==> src/core/engine_status_pkg.sv <==
package engine_status_pkg;

	// ---------------------------------------------------------------
	// register map
	// ---------------------------------------------------------------
	localparam logic [7:0] ENGINE_STATUS_ADDR = 8'h28;

	// ---------------------------------------------------------------
	// field positions
	// ---------------------------------------------------------------
	localparam int BIT_TX_FRAME_DONE       = 0;
	localparam int BIT_TX_STOPPED          = 1;
	localparam int BIT_TX_DESC_UNAVAILABLE = 2;
	localparam int BIT_TX_JABBER_EXPIRED   = 3;
	localparam int BIT_TX_UNDERFLOW        = 5;
	localparam int BIT_RX_FRAME_DONE       = 6;
	localparam int BIT_RX_DESC_UNAVAILABLE = 7;
	localparam int BIT_RX_STOPPED          = 8;
	localparam int BIT_RX_WATCHDOG_EXPIRED = 9;
	localparam int BIT_GENERAL_TIMER       = 11;
	localparam int BIT_FATAL_BUS_ERROR     = 13;
	localparam int BIT_ABNORMAL_SUMMARY    = 15;
	localparam int BIT_NORMAL_SUMMARY      = 16;
	localparam int BIT_RX_STATE_LO         = 17;
	localparam int BIT_TX_STATE_LO         = 20;
	localparam int BIT_BUS_ERR_LO          = 23;

	// latched flag set and summary groups
	localparam logic [13:0] FLAG_MASK     = 14'h2bef;
	localparam logic [13:0] NORMAL_GROUP  = 14'h0045;
	localparam logic [13:0] ABNORMAL_GRP  = 14'h2baa;

	// ---------------------------------------------------------------
	// reset values
	// ---------------------------------------------------------------
	localparam logic [13:0] FLAGS_RESET   = 14'h0000;
	localparam logic [2:0]  CAUSE_RESET   = 3'h0;

	// ---------------------------------------------------------------
	// encodings
	// ---------------------------------------------------------------
	localparam logic [2:0] CAUSE_PARITY       = 3'h0;
	localparam logic [2:0] CAUSE_MASTER_ABORT = 3'h1;
	localparam logic [2:0] CAUSE_TARGET_ABORT = 3'h2;

	localparam logic [2:0] TX_STOPPED    = 3'h0;
	localparam logic [2:0] TX_READ_DESC  = 3'h1;
	localparam logic [2:0] TX_SENDING    = 3'h2;
	localparam logic [2:0] TX_FIFO_FILL  = 3'h3;
	localparam logic [2:0] TX_SUSPENDED  = 3'h6;
	localparam logic [2:0] TX_WRITE_DESC = 3'h7;

	localparam logic [2:0] RX_STOPPED    = 3'h0;
	localparam logic [2:0] RX_READ_DESC  = 3'h1;
	localparam logic [2:0] RX_CHECK      = 3'h2;
	localparam logic [2:0] RX_WAIT       = 3'h3;
	localparam logic [2:0] RX_SUSPENDED  = 3'h4;
	localparam logic [2:0] RX_WRITE_DESC = 3'h5;
	localparam logic [2:0] RX_FLUSH      = 3'h6;
	localparam logic [2:0] RX_DRAIN      = 3'h7;

	// underflow mark in first transmit descriptor status word
	localparam int TX_DESC_UNDERFLOW_BIT = 1;

endpackage : engine_status_pkg

==> src/core/event_flag_if.sv <==
`timescale 1ns/10ps
interface event_flag_if;
	logic [13:0] set_req;
	logic [13:0] clr_req;
	logic [13:0] flags;
	modport owner (input set_req, input clr_req, output flags);
	modport user  (output set_req, output clr_req, input flags);
endinterface : event_flag_if

==> src/core/event_flag_bank.sv <==
`timescale 1ns/10ps
module event_flag_bank
	import engine_status_pkg::*;
(
	input  wire logic   mclk,
	input  wire logic   rst,
	event_flag_if.owner ev
);

	typedef struct packed
	{
		logic [13:0] flags;
	} bank_state_t;

	bank_state_t state_ff;
	bank_state_t nxt_state;

	// ---------------------------------------------------------------
	// sticky flags, set wins over clear
	// ---------------------------------------------------------------
	always_comb
	begin
		nxt_state = state_ff;
		for (int i = 0; i < 14; i++)
		begin
			if (FLAG_MASK[i])
				nxt_state.flags[i] = ev.set_req[i] |
					(state_ff.flags[i] & ~ev.clr_req[i]);
			else
				nxt_state.flags[i] = 1'b0;
		end
	end

	always_ff @(posedge mclk or posedge rst)
	begin
		if (rst)
			state_ff <= '{flags: FLAGS_RESET};
		else
			state_ff <= nxt_state;
	end

	assign ev.flags = state_ff.flags;

endmodule : event_flag_bank

==> src/core/dma_status_event_register.sv <==
//
// What this block does
// - bus error cause reads meaningful only while fatal bus error set; no event
// - cause codes: 000 parity, 001 master abort, 010 target abort
// - live transmit state field, codes per engine; stopped code sets transmit stopped flag
// - live receive state field, codes per engine; entering stopped sets receive stopped flag
// - normal summary is OR of tx done, tx desc unavailable, rx done
// - abnormal summary is OR of bits 1,3,5,7,8,9,11,13
// - bus error sets fatal flag and stops all bus mastering
// - after fatal error bus stays off until software reset
// - general timer expiry sets its flag
// - receive watchdog expiry sets its flag
// - receive engine entering stopped sets receive stopped flag
// - receive descriptor not owned sets flag and suspends receive
// - suspended receive resumes on poll demand or next frame
// - each finished received frame sets receive done flag
// - underflow sets flag, suspends transmit, marks descriptor status bit 1
// - flags stay until software writes one; zero leaves them
// - frame done with completion request sets transmit done flag
// - transmit descriptor missing sets flag and suspends transmit
// - transmit stopped flag set while transmit engine stopped
//
`timescale 1ns/10ps
module dma_status_event_register
	import engine_status_pkg::*;
(
	input  wire logic        mclk,
	input  wire logic        rst,
	// register port
	input  wire logic [7:0]  reg_addr,
	input  wire logic [31:0] reg_wdata,
	input  wire logic        reg_wr,
	input  wire logic        reg_rd,
	output logic      [31:0] reg_rdata,
	// software reset request
	input  wire logic        soft_reset,
	// engine events, same clock
	input  wire logic [2:0]  tx_state_code,
	input  wire logic [2:0]  rx_state_code,
	input  wire logic        bus_parity_err,
	input  wire logic        bus_master_abort,
	input  wire logic        bus_target_abort,
	input  wire logic        general_timer_expired,
	input  wire logic        rx_watchdog_expired,
	input  wire logic        rx_desc_not_owned,
	input  wire logic        rx_frame_end,
	input  wire logic        rx_frame_recognized,
	input  wire logic        rx_poll_demand,
	input  wire logic        tx_underflow_evt,
	input  wire logic        tx_frame_end,
	input  wire logic        completion_notify_request,
	input  wire logic        tx_desc_missing,
	input  wire logic        tx_jabber_evt,
	// control to engines
	output logic             bus_enable,
	output logic             rx_suspend,
	output logic             rx_resume,
	output logic             tx_suspend,
	output logic             tx_desc_status_mark
);

	typedef struct packed
	{
		logic [2:0]  cause;
		logic [2:0]  tx_code;
		logic [2:0]  rx_code;
		logic        bus_en;
		logic        rx_susp;
		logic        rx_resume;
		logic        tx_susp;
		logic        tx_mark;
		logic [31:0] rdata;
	} top_state_t;

	top_state_t  state_ff;
	top_state_t  nxt_state;
	logic [13:0] set_vec;
	logic [13:0] clr_vec;
	logic [13:0] flags;
	logic        hit_wr;
	logic        any_bus_err;
	logic        normal_sum;
	logic        abnormal_sum;
	logic [31:0] status_word;

	event_flag_if ev ();

	event_flag_bank u_flags
	(
		.mclk (mclk),
		.rst  (rst),
		.ev   (ev.owner)
	);

	assign ev.set_req = set_vec;
	assign ev.clr_req = clr_vec;
	assign flags      = ev.flags;

	// ---------------------------------------------------------------
	// event sources
	// ---------------------------------------------------------------
	assign hit_wr      = reg_wr && (reg_addr == ENGINE_STATUS_ADDR);
	assign any_bus_err = bus_parity_err | bus_master_abort |
		bus_target_abort;

	always_comb
	begin
		set_vec = '0;
		set_vec[BIT_TX_FRAME_DONE] = tx_frame_end &
			completion_notify_request;
		set_vec[BIT_TX_STOPPED] = (tx_state_code == TX_STOPPED);
		set_vec[BIT_TX_DESC_UNAVAILABLE] = tx_desc_missing;
		set_vec[BIT_TX_JABBER_EXPIRED] = tx_jabber_evt;
		set_vec[BIT_TX_UNDERFLOW] = tx_underflow_evt;
		set_vec[BIT_RX_FRAME_DONE] = rx_frame_end;
		set_vec[BIT_RX_DESC_UNAVAILABLE] = rx_desc_not_owned;
		set_vec[BIT_RX_STOPPED] = (rx_state_code == RX_STOPPED) &&
			(state_ff.rx_code != RX_STOPPED);
		set_vec[BIT_RX_WATCHDOG_EXPIRED] = rx_watchdog_expired;
		set_vec[BIT_GENERAL_TIMER] = general_timer_expired;
		set_vec[BIT_FATAL_BUS_ERROR] = any_bus_err & state_ff.bus_en;
	end

	// write one to clear, zero leaves alone
	assign clr_vec = hit_wr ? (reg_wdata[13:0] & FLAG_MASK) : '0;

	// ---------------------------------------------------------------
	// summaries, derived only
	// ---------------------------------------------------------------
	assign normal_sum   = |(flags & NORMAL_GROUP);
	assign abnormal_sum = |(flags & ABNORMAL_GRP);

	always_comb
	begin
		status_word = '0;
		status_word[13:0] = flags;
		status_word[BIT_ABNORMAL_SUMMARY] = abnormal_sum;
		status_word[BIT_NORMAL_SUMMARY] = normal_sum;
		status_word[BIT_RX_STATE_LO +: 3] = state_ff.rx_code;
		status_word[BIT_TX_STATE_LO +: 3] = state_ff.tx_code;
		// cause only shown with the fatal flag
		if (flags[BIT_FATAL_BUS_ERROR])
			status_word[BIT_BUS_ERR_LO +: 3] = state_ff.cause;
	end

	// ---------------------------------------------------------------
	// control state
	// ---------------------------------------------------------------
	always_comb
	begin
		nxt_state = state_ff;
		nxt_state.tx_code = tx_state_code;
		nxt_state.rx_code = rx_state_code;
		nxt_state.rdata = '0;
		if (reg_rd && reg_addr == ENGINE_STATUS_ADDR)
			nxt_state.rdata = status_word;

		// priority parity > master abort > target abort
		if (set_vec[BIT_FATAL_BUS_ERROR])
		begin
			if (bus_parity_err)
				nxt_state.cause = CAUSE_PARITY;
			else if (bus_master_abort)
				nxt_state.cause = CAUSE_MASTER_ABORT;
			else
				nxt_state.cause = CAUSE_TARGET_ABORT;
			nxt_state.bus_en = 1'b0;
		end
		else if (soft_reset)
		begin
			nxt_state.bus_en = 1'b1;
			nxt_state.cause = CAUSE_RESET;
		end

		// receive suspend and resume
		nxt_state.rx_resume = 1'b0;
		if (rx_desc_not_owned)
			nxt_state.rx_susp = 1'b1;
		else if (state_ff.rx_susp &&
			(rx_poll_demand || rx_frame_recognized))
		begin
			nxt_state.rx_susp = 1'b0;
			nxt_state.rx_resume = 1'b1;
		end

		// transmit suspend, released in any cycle the tx code is not suspended and no underflow or missing descriptor
		nxt_state.tx_mark = tx_underflow_evt;
		if (tx_underflow_evt || tx_desc_missing)
			nxt_state.tx_susp = 1'b1;
		else if (tx_state_code != TX_SUSPENDED)
			nxt_state.tx_susp = 1'b0;
	end

	always_ff @(posedge mclk or posedge rst)
	begin
		if (rst)
		begin
			state_ff.cause     <= CAUSE_RESET;
			state_ff.tx_code   <= TX_STOPPED;
			state_ff.rx_code   <= RX_STOPPED;
			state_ff.bus_en    <= 1'b1;
			state_ff.rx_susp   <= 1'b0;
			state_ff.rx_resume <= 1'b0;
			state_ff.tx_susp   <= 1'b0;
			state_ff.tx_mark   <= 1'b0;
			state_ff.rdata     <= '0;
		end
		else
			state_ff <= nxt_state;
	end

	// ---------------------------------------------------------------
	// outputs
	// ---------------------------------------------------------------
	assign reg_rdata           = state_ff.rdata;
	assign bus_enable          = state_ff.bus_en;
	assign rx_suspend          = state_ff.rx_susp;
	assign rx_resume           = state_ff.rx_resume;
	assign tx_suspend          = state_ff.tx_susp;
	assign tx_desc_status_mark = state_ff.tx_mark;

endmodule : dma_status_event_register

==> config.mk <==
export PLATFORM = sky130hd
export DESIGN_NAME = dma_status_event_register
export DESIGN_NICKNAME = d
export VERILOG_FILES = /design/src/core/engine_status_pkg.sv /design/src/core/event_flag_if.sv /design/src/core/event_flag_bank.sv /design/src/core/dma_status_event_register.sv
export SDC_FILE = /design/constraint.sdc
export NUM_CORES = 1
export LEC_CHECK = 0
export BUFFER_PORTS_ARGS = -buffer_cell sky130_fd_sc_hd__buf_2
export CORE_ASPECT_RATIO = 1.25
export CORE_MARGIN = 5
export CORE_UTILIZATION = 45
export DETAILED_ROUTE_END_ITERATION = 8
export GPL_ROUTABILITY_DRIVEN = 0
export HOLD_SLACK_MARGIN = 0.15
export PLACE_DENSITY = 0.79
export SLEW_MARGIN = 25
export SYNTH_ARGS = -nofsm -noshare
export SYNTH_HDL_FRONTEND = slang
export SYNTH_SLANG_ARGS = --single-unit
==> constraint.sdc <==
create_clock -name mclk -period 3.85 [get_ports mclk]
set_input_delay 0.5775 -clock mclk [delete_from_list [all_inputs] [get_ports mclk]]
set_output_delay 0.5775 -clock mclk [all_outputs]
set_load 0.05 [all_outputs]
==> report_table.html <==
<table>
<tr><th>Metric</th><th>Value</th></tr>
<tr><th colspan="2">Yosys</th></tr>
<tr><td>Synth area leaders</td><td>dfrtp_1, buf_4, and3_1</td></tr>
<tr><td>Dominant cell type by area after synthesis</td><td>dfrtp_1</td></tr>
<tr><td>Yosys Warn Count</td><td>0</td></tr>
<tr><td>Count of state elements after synthesis</td><td>45</td></tr>
<tr><td>Count of flip-flops with a built-in enable after synthesis</td><td>0</td></tr>
<tr><td>Sequential fraction of the synthesis area</td><td>0.597</td></tr>
<tr><td>Area fraction in compound gates after synthesis</td><td>0.0709</td></tr>
<tr><td>Share of the synthesized netlist area taken by xor and xnor gates</td><td>0</td></tr>
<tr><td>Combined area of all synthesized cells</td><td>between 1500 and 2000 um^2</td></tr>
<tr><td>Main synth FF type</td><td>dfrtp_1</td></tr>
<tr><td>Share of cell area taken by muxes after synthesis</td><td>0</td></tr>
<tr><td>Adder-cell share of the synthesized area</td><td>0</td></tr>
<tr><td>Commonest cells in the netlist</td><td>dfrtp_1, buf_4, and3_1, a21o_1, nand4_1</td></tr>
<tr><td>Most common cell in the synthesized netlist</td><td>dfrtp_1</td></tr>
<tr><td>Synth unique cells</td><td>27</td></tr>
<tr><td>Share of Yosys cell area claimed by the top area cell type</td><td>0.583</td></tr>
<tr><td>Fraction of registers with async set or reset after synthesis</td><td>1.00</td></tr>
<tr><td>Count of mapped cells out of synthesis</td><td>153</td></tr>
<tr><td>Simple-gate portion of the synthesized area</td><td>0.179</td></tr>
<tr><td>Post-Synthesis Mean Instance Area</td><td>roughly 12 um^2</td></tr>
<tr><td>Combinational family with the most area after synthesis</td><td>simple AND/OR/NAND/NOR gates</td></tr>
<tr><th colspan="2">Timing</th></tr>
<tr><td>Worst-case hold slack</td><td>0.400 ns</td></tr>
<tr><td>Final Worst Setup Slack</td><td>around 2.2 ns</td></tr>
<tr><td>Final number of hold-violating endpoints</td><td>0</td></tr>
<tr><td>Skew final</td><td>0.00434 ns</td></tr>
<tr><td>Unrepaired setup endpoints after global routing</td><td>no</td></tr>
<tr><td>Final Cycle Share</td><td>0.440</td></tr>
<tr><td>Post-route setup TNS</td><td>0 ns</td></tr>
<tr><td>Peak Freq</td><td>between 500 and 600 MHz</td></tr>
<tr><td>Count of endpoints failing setup in the final report</td><td>0</td></tr>
<tr><td>Min Clock Period, post-route</td><td>1.69 ns</td></tr>
<tr><td>Relative slew slack</td><td>0.410</td></tr>
<tr><td>Final max-slew violation count</td><td>0</td></tr>
<tr><td>Transition time at the pin with the least slew margin</td><td>around 0.9 ns</td></tr>
<tr><th colspan="2">Die</th></tr>
<tr><td>Die height</td><td>82.4 um</td></tr>
<tr><td>Ports</td><td>102</td></tr>
<tr><td>Rows</td><td>26</td></tr>
<tr><td>Starting Density</td><td>0.464</td></tr>
<tr><td>Total Die Area</td><td>5600 um^2</td></tr>
<tr><td>Width of the chip</td><td>67.9 um</td></tr>
<tr><td>Core area</td><td>just over 4000 um^2</td></tr>
<tr><th colspan="2">Final layout</th></tr>
<tr><td>Synth-to-Final Area Change</td><td>14.8%</td></tr>
<tr><td>Fraction of final layout cells sized beyond drive strength 1</td><td>0.419</td></tr>
<tr><td>Final layout net count</td><td>267</td></tr>
<tr><td>Layout filler cell count</td><td>375</td></tr>
<tr><td>Count of antenna diodes in the layout</td><td>0</td></tr>
<tr><th colspan="2">Clock tree</th></tr>
<tr><td>Clock slew at reported path FFs</td><td>0.08 ns</td></tr>
<tr><td>H-tree depth</td><td>2</td></tr>
<tr><td>CTS Hold Bufs</td><td>0</td></tr>
<tr><td>Post-cts resize count</td><td>0</td></tr>
<tr><td>Cts bufs inserted</td><td>5</td></tr>
<tr><td>Clk sinks</td><td>45</td></tr>
<tr><td>Insertion delay to the later sink of the worst-skew pair</td><td>0.29 ns</td></tr>
<tr><td>Library cell used as clock root buffer</td><td>clkbuf_8</td></tr>
<tr><td>Postcts setup bufs</td><td>0</td></tr>
<tr><td>CTS tree</td><td>done</td></tr>
<tr><td>Maximum root-to-sink buffer count</td><td>2</td></tr>
<tr><th colspan="2">Worst setup path</th></tr>
<tr><td>Slowest library cell on the worst path</td><td>dfstp_2</td></tr>
<tr><td>Sort of element at the end of the critical path</td><td>output pin</td></tr>
<tr><td>Delay of the slowest cell on the worst path</td><td>0.56 ns</td></tr>
<tr><td>Buffer and inverter count on the worst path</td><td>1</td></tr>
<tr><td>Cells along the critical path</td><td>buf_2</td></tr>
<tr><td>Cell family with the largest share of critical-path delay</td><td>flip-flops</td></tr>
<tr><td>Required time reported for the critical path endpoint</td><td>3.27 ns</td></tr>
<tr><td>Critical register-to-register path startpoint</td><td>bus_enable$_DFFE_PP1P_</td></tr>
<tr><td>Kind of start point of the critical path</td><td>register</td></tr>
<tr><td>Critical path startpoint</td><td>bus_enable$_DFFE_PP1P_</td></tr>
<tr><td>Worst endpoint data arrival time</td><td>around 1.1 ns</td></tr>
<tr><td>Startpoint-to-endpoint class of the critical path</td><td>reg -&gt; out</td></tr>
<tr><td>Peak fanout along the critical path</td><td>5</td></tr>
<tr><th colspan="2">Flow run</th></tr>
<tr><td>Max-cap check violation count</td><td>0</td></tr>
<tr><th colspan="2">Drt</th></tr>
<tr><td>Initial detailed-routing violation count</td><td>29</td></tr>
<tr><td>Average detailed-routed wire length per instance</td><td>13.7 um</td></tr>
<tr><td>Antenna violation net count after detailed routing</td><td>0</td></tr>
<tr><td>Router iterations before antenna repair</td><td>4</td></tr>
<tr><td>Final wirelength</td><td>3.54 mm</td></tr>
<tr><td>Via count</td><td>1238</td></tr>
<tr><td>Vias per cell</td><td>around 4.8</td></tr>
<tr><td>Post-route DRC</td><td>0</td></tr>
<tr><th colspan="2">Min path</th></tr>
<tr><td>Worst hold path type</td><td>in -&gt; reg</td></tr>
<tr><td>Origin of the worst min-delay path</td><td>rx_state_code[1]</td></tr>
<tr><th colspan="2">Pwr</th></tr>
<tr><td>Worst-case vdd ir drop</td><td>0.198 mV</td></tr>
<tr><td>Leakage power total</td><td>0.00115 uW</td></tr>
<tr><td>Power per Cell Area</td><td>approximately 430 nW/um^2</td></tr>
<tr><th colspan="2">Run status</th></tr>
<tr><td>Outcome</td><td>complete, no violations</td></tr>
<tr><th colspan="2">Global route</th></tr>
<tr><td>Vias in the first global route</td><td>1227</td></tr>
<tr><td>Total congestion overflow</td><td>0</td></tr>
<tr><td>Global-route wire length before repair</td><td>5.55 mm</td></tr>
<tr><td>All-Layer GR Usage</td><td>0.135</td></tr>
<tr><td>Initial antenna violation count</td><td>0</td></tr>
<tr><td>Largest net degree at the start of global routing</td><td>46</td></tr>
<tr><th colspan="2">Placed design</th></tr>
<tr><td>Worst setup slack before clock tree synthesis</td><td>1.89 ns</td></tr>
<tr><td>Number of input and output port buffers inserted</td><td>69</td></tr>
<tr><td>Post-DP HPWL</td><td>2.82 mm</td></tr>
</table>
[registers in the layout (all words and copies together), names as in the netlist]
signal	cells
reg_rdata	21
u_flags.ev.flags	11
state_ff	8
bus_enable	1
rx_resume	1
rx_suspend	1
tx_desc_status_mark	1
tx_suspend	1
[per-layer routing]
metal / GRT usage / vias up / routed length, um
met5: 0 / - / 0
met2: 0.219 / 49 / 1730
li1: - / 598 / -
met1: 0.154 / 584 / 1370
met3: 0.0487 / 7 / 363
met4: 0.0716 / 0 / 77
[kinds of logic after synthesis]
family / after synthesis
other: 1
AND/OR/NAND/NOR: 49
AO/OA/AOI/OAI: 18
flip-flops: 45
buffers and inverters: 40
[where the power goes]
part	switching, uW	internal, uW	total [uW]
combinational	86.6	33.4	120
clock	144	162	307
sequential	9.32	490	500
[cell usage in the layout, fill, tap and decap left out, drive strengths merged, types with 3 or more instances in the layout]
master | netlist | layout
a21o | 8 | 8
nand4 | 8 | 8
nor2 | 4 | 4
nand3b | 3 | 3
buf | 34 | 69
inv | 3 | 3
and3 | 17 | 17
clkbuf | 3 | 7
conb | 1 | 11
dfrtp | 44 | 44
a41oi | 3 | 3
nor4 | 3 | 3
nor3 | 3 | 3
[area by class of cell]
type                    count  area (um^2)  share of cell area
flip-flops and latches     45         1130               0.520
multi-input cells          78          513               0.237
repair buffers             69          345               0.159
clock buffers               7         96.3              0.0444
well taps                  56         70.1              0.0323
inverters                   3         11.3             0.00519
clock inverters             1         5.00             0.00231
[per-stage QoR]
step,util,instance area (um^2),power [uW],std cells
final,0.533,2170,926,259
after global routing,0.533,2170,964,259
after CTS,0.533,2170,935,259
after detailed placement,0.508,2070,630,251
after global placement,0.508,2070,627,251
after floorplan,-,1930,597,163
[worst paths after layout]
path / endpoint / slack (ns) / cells past startpoint
min in group asynchronous: tx_desc_status_mark$_DFF_PP0_ / 0.47 / 2
min reg2reg: reg_rdata[22]$_DFF_PP0_ / 0.48 / 1
max in group asynchronous: u_flags.ev.flags[2]$_DFF_PP0_ / 2.82 / 2
max: bus_enable / 2.16 / 1
min: state_ff[38]$_DFF_PP0_ / 0.40 / 1
max reg2reg: state_ff[44]$_DFFE_PP0P_ / 2.88 / 3
Power figures use the tool's default switching activity.
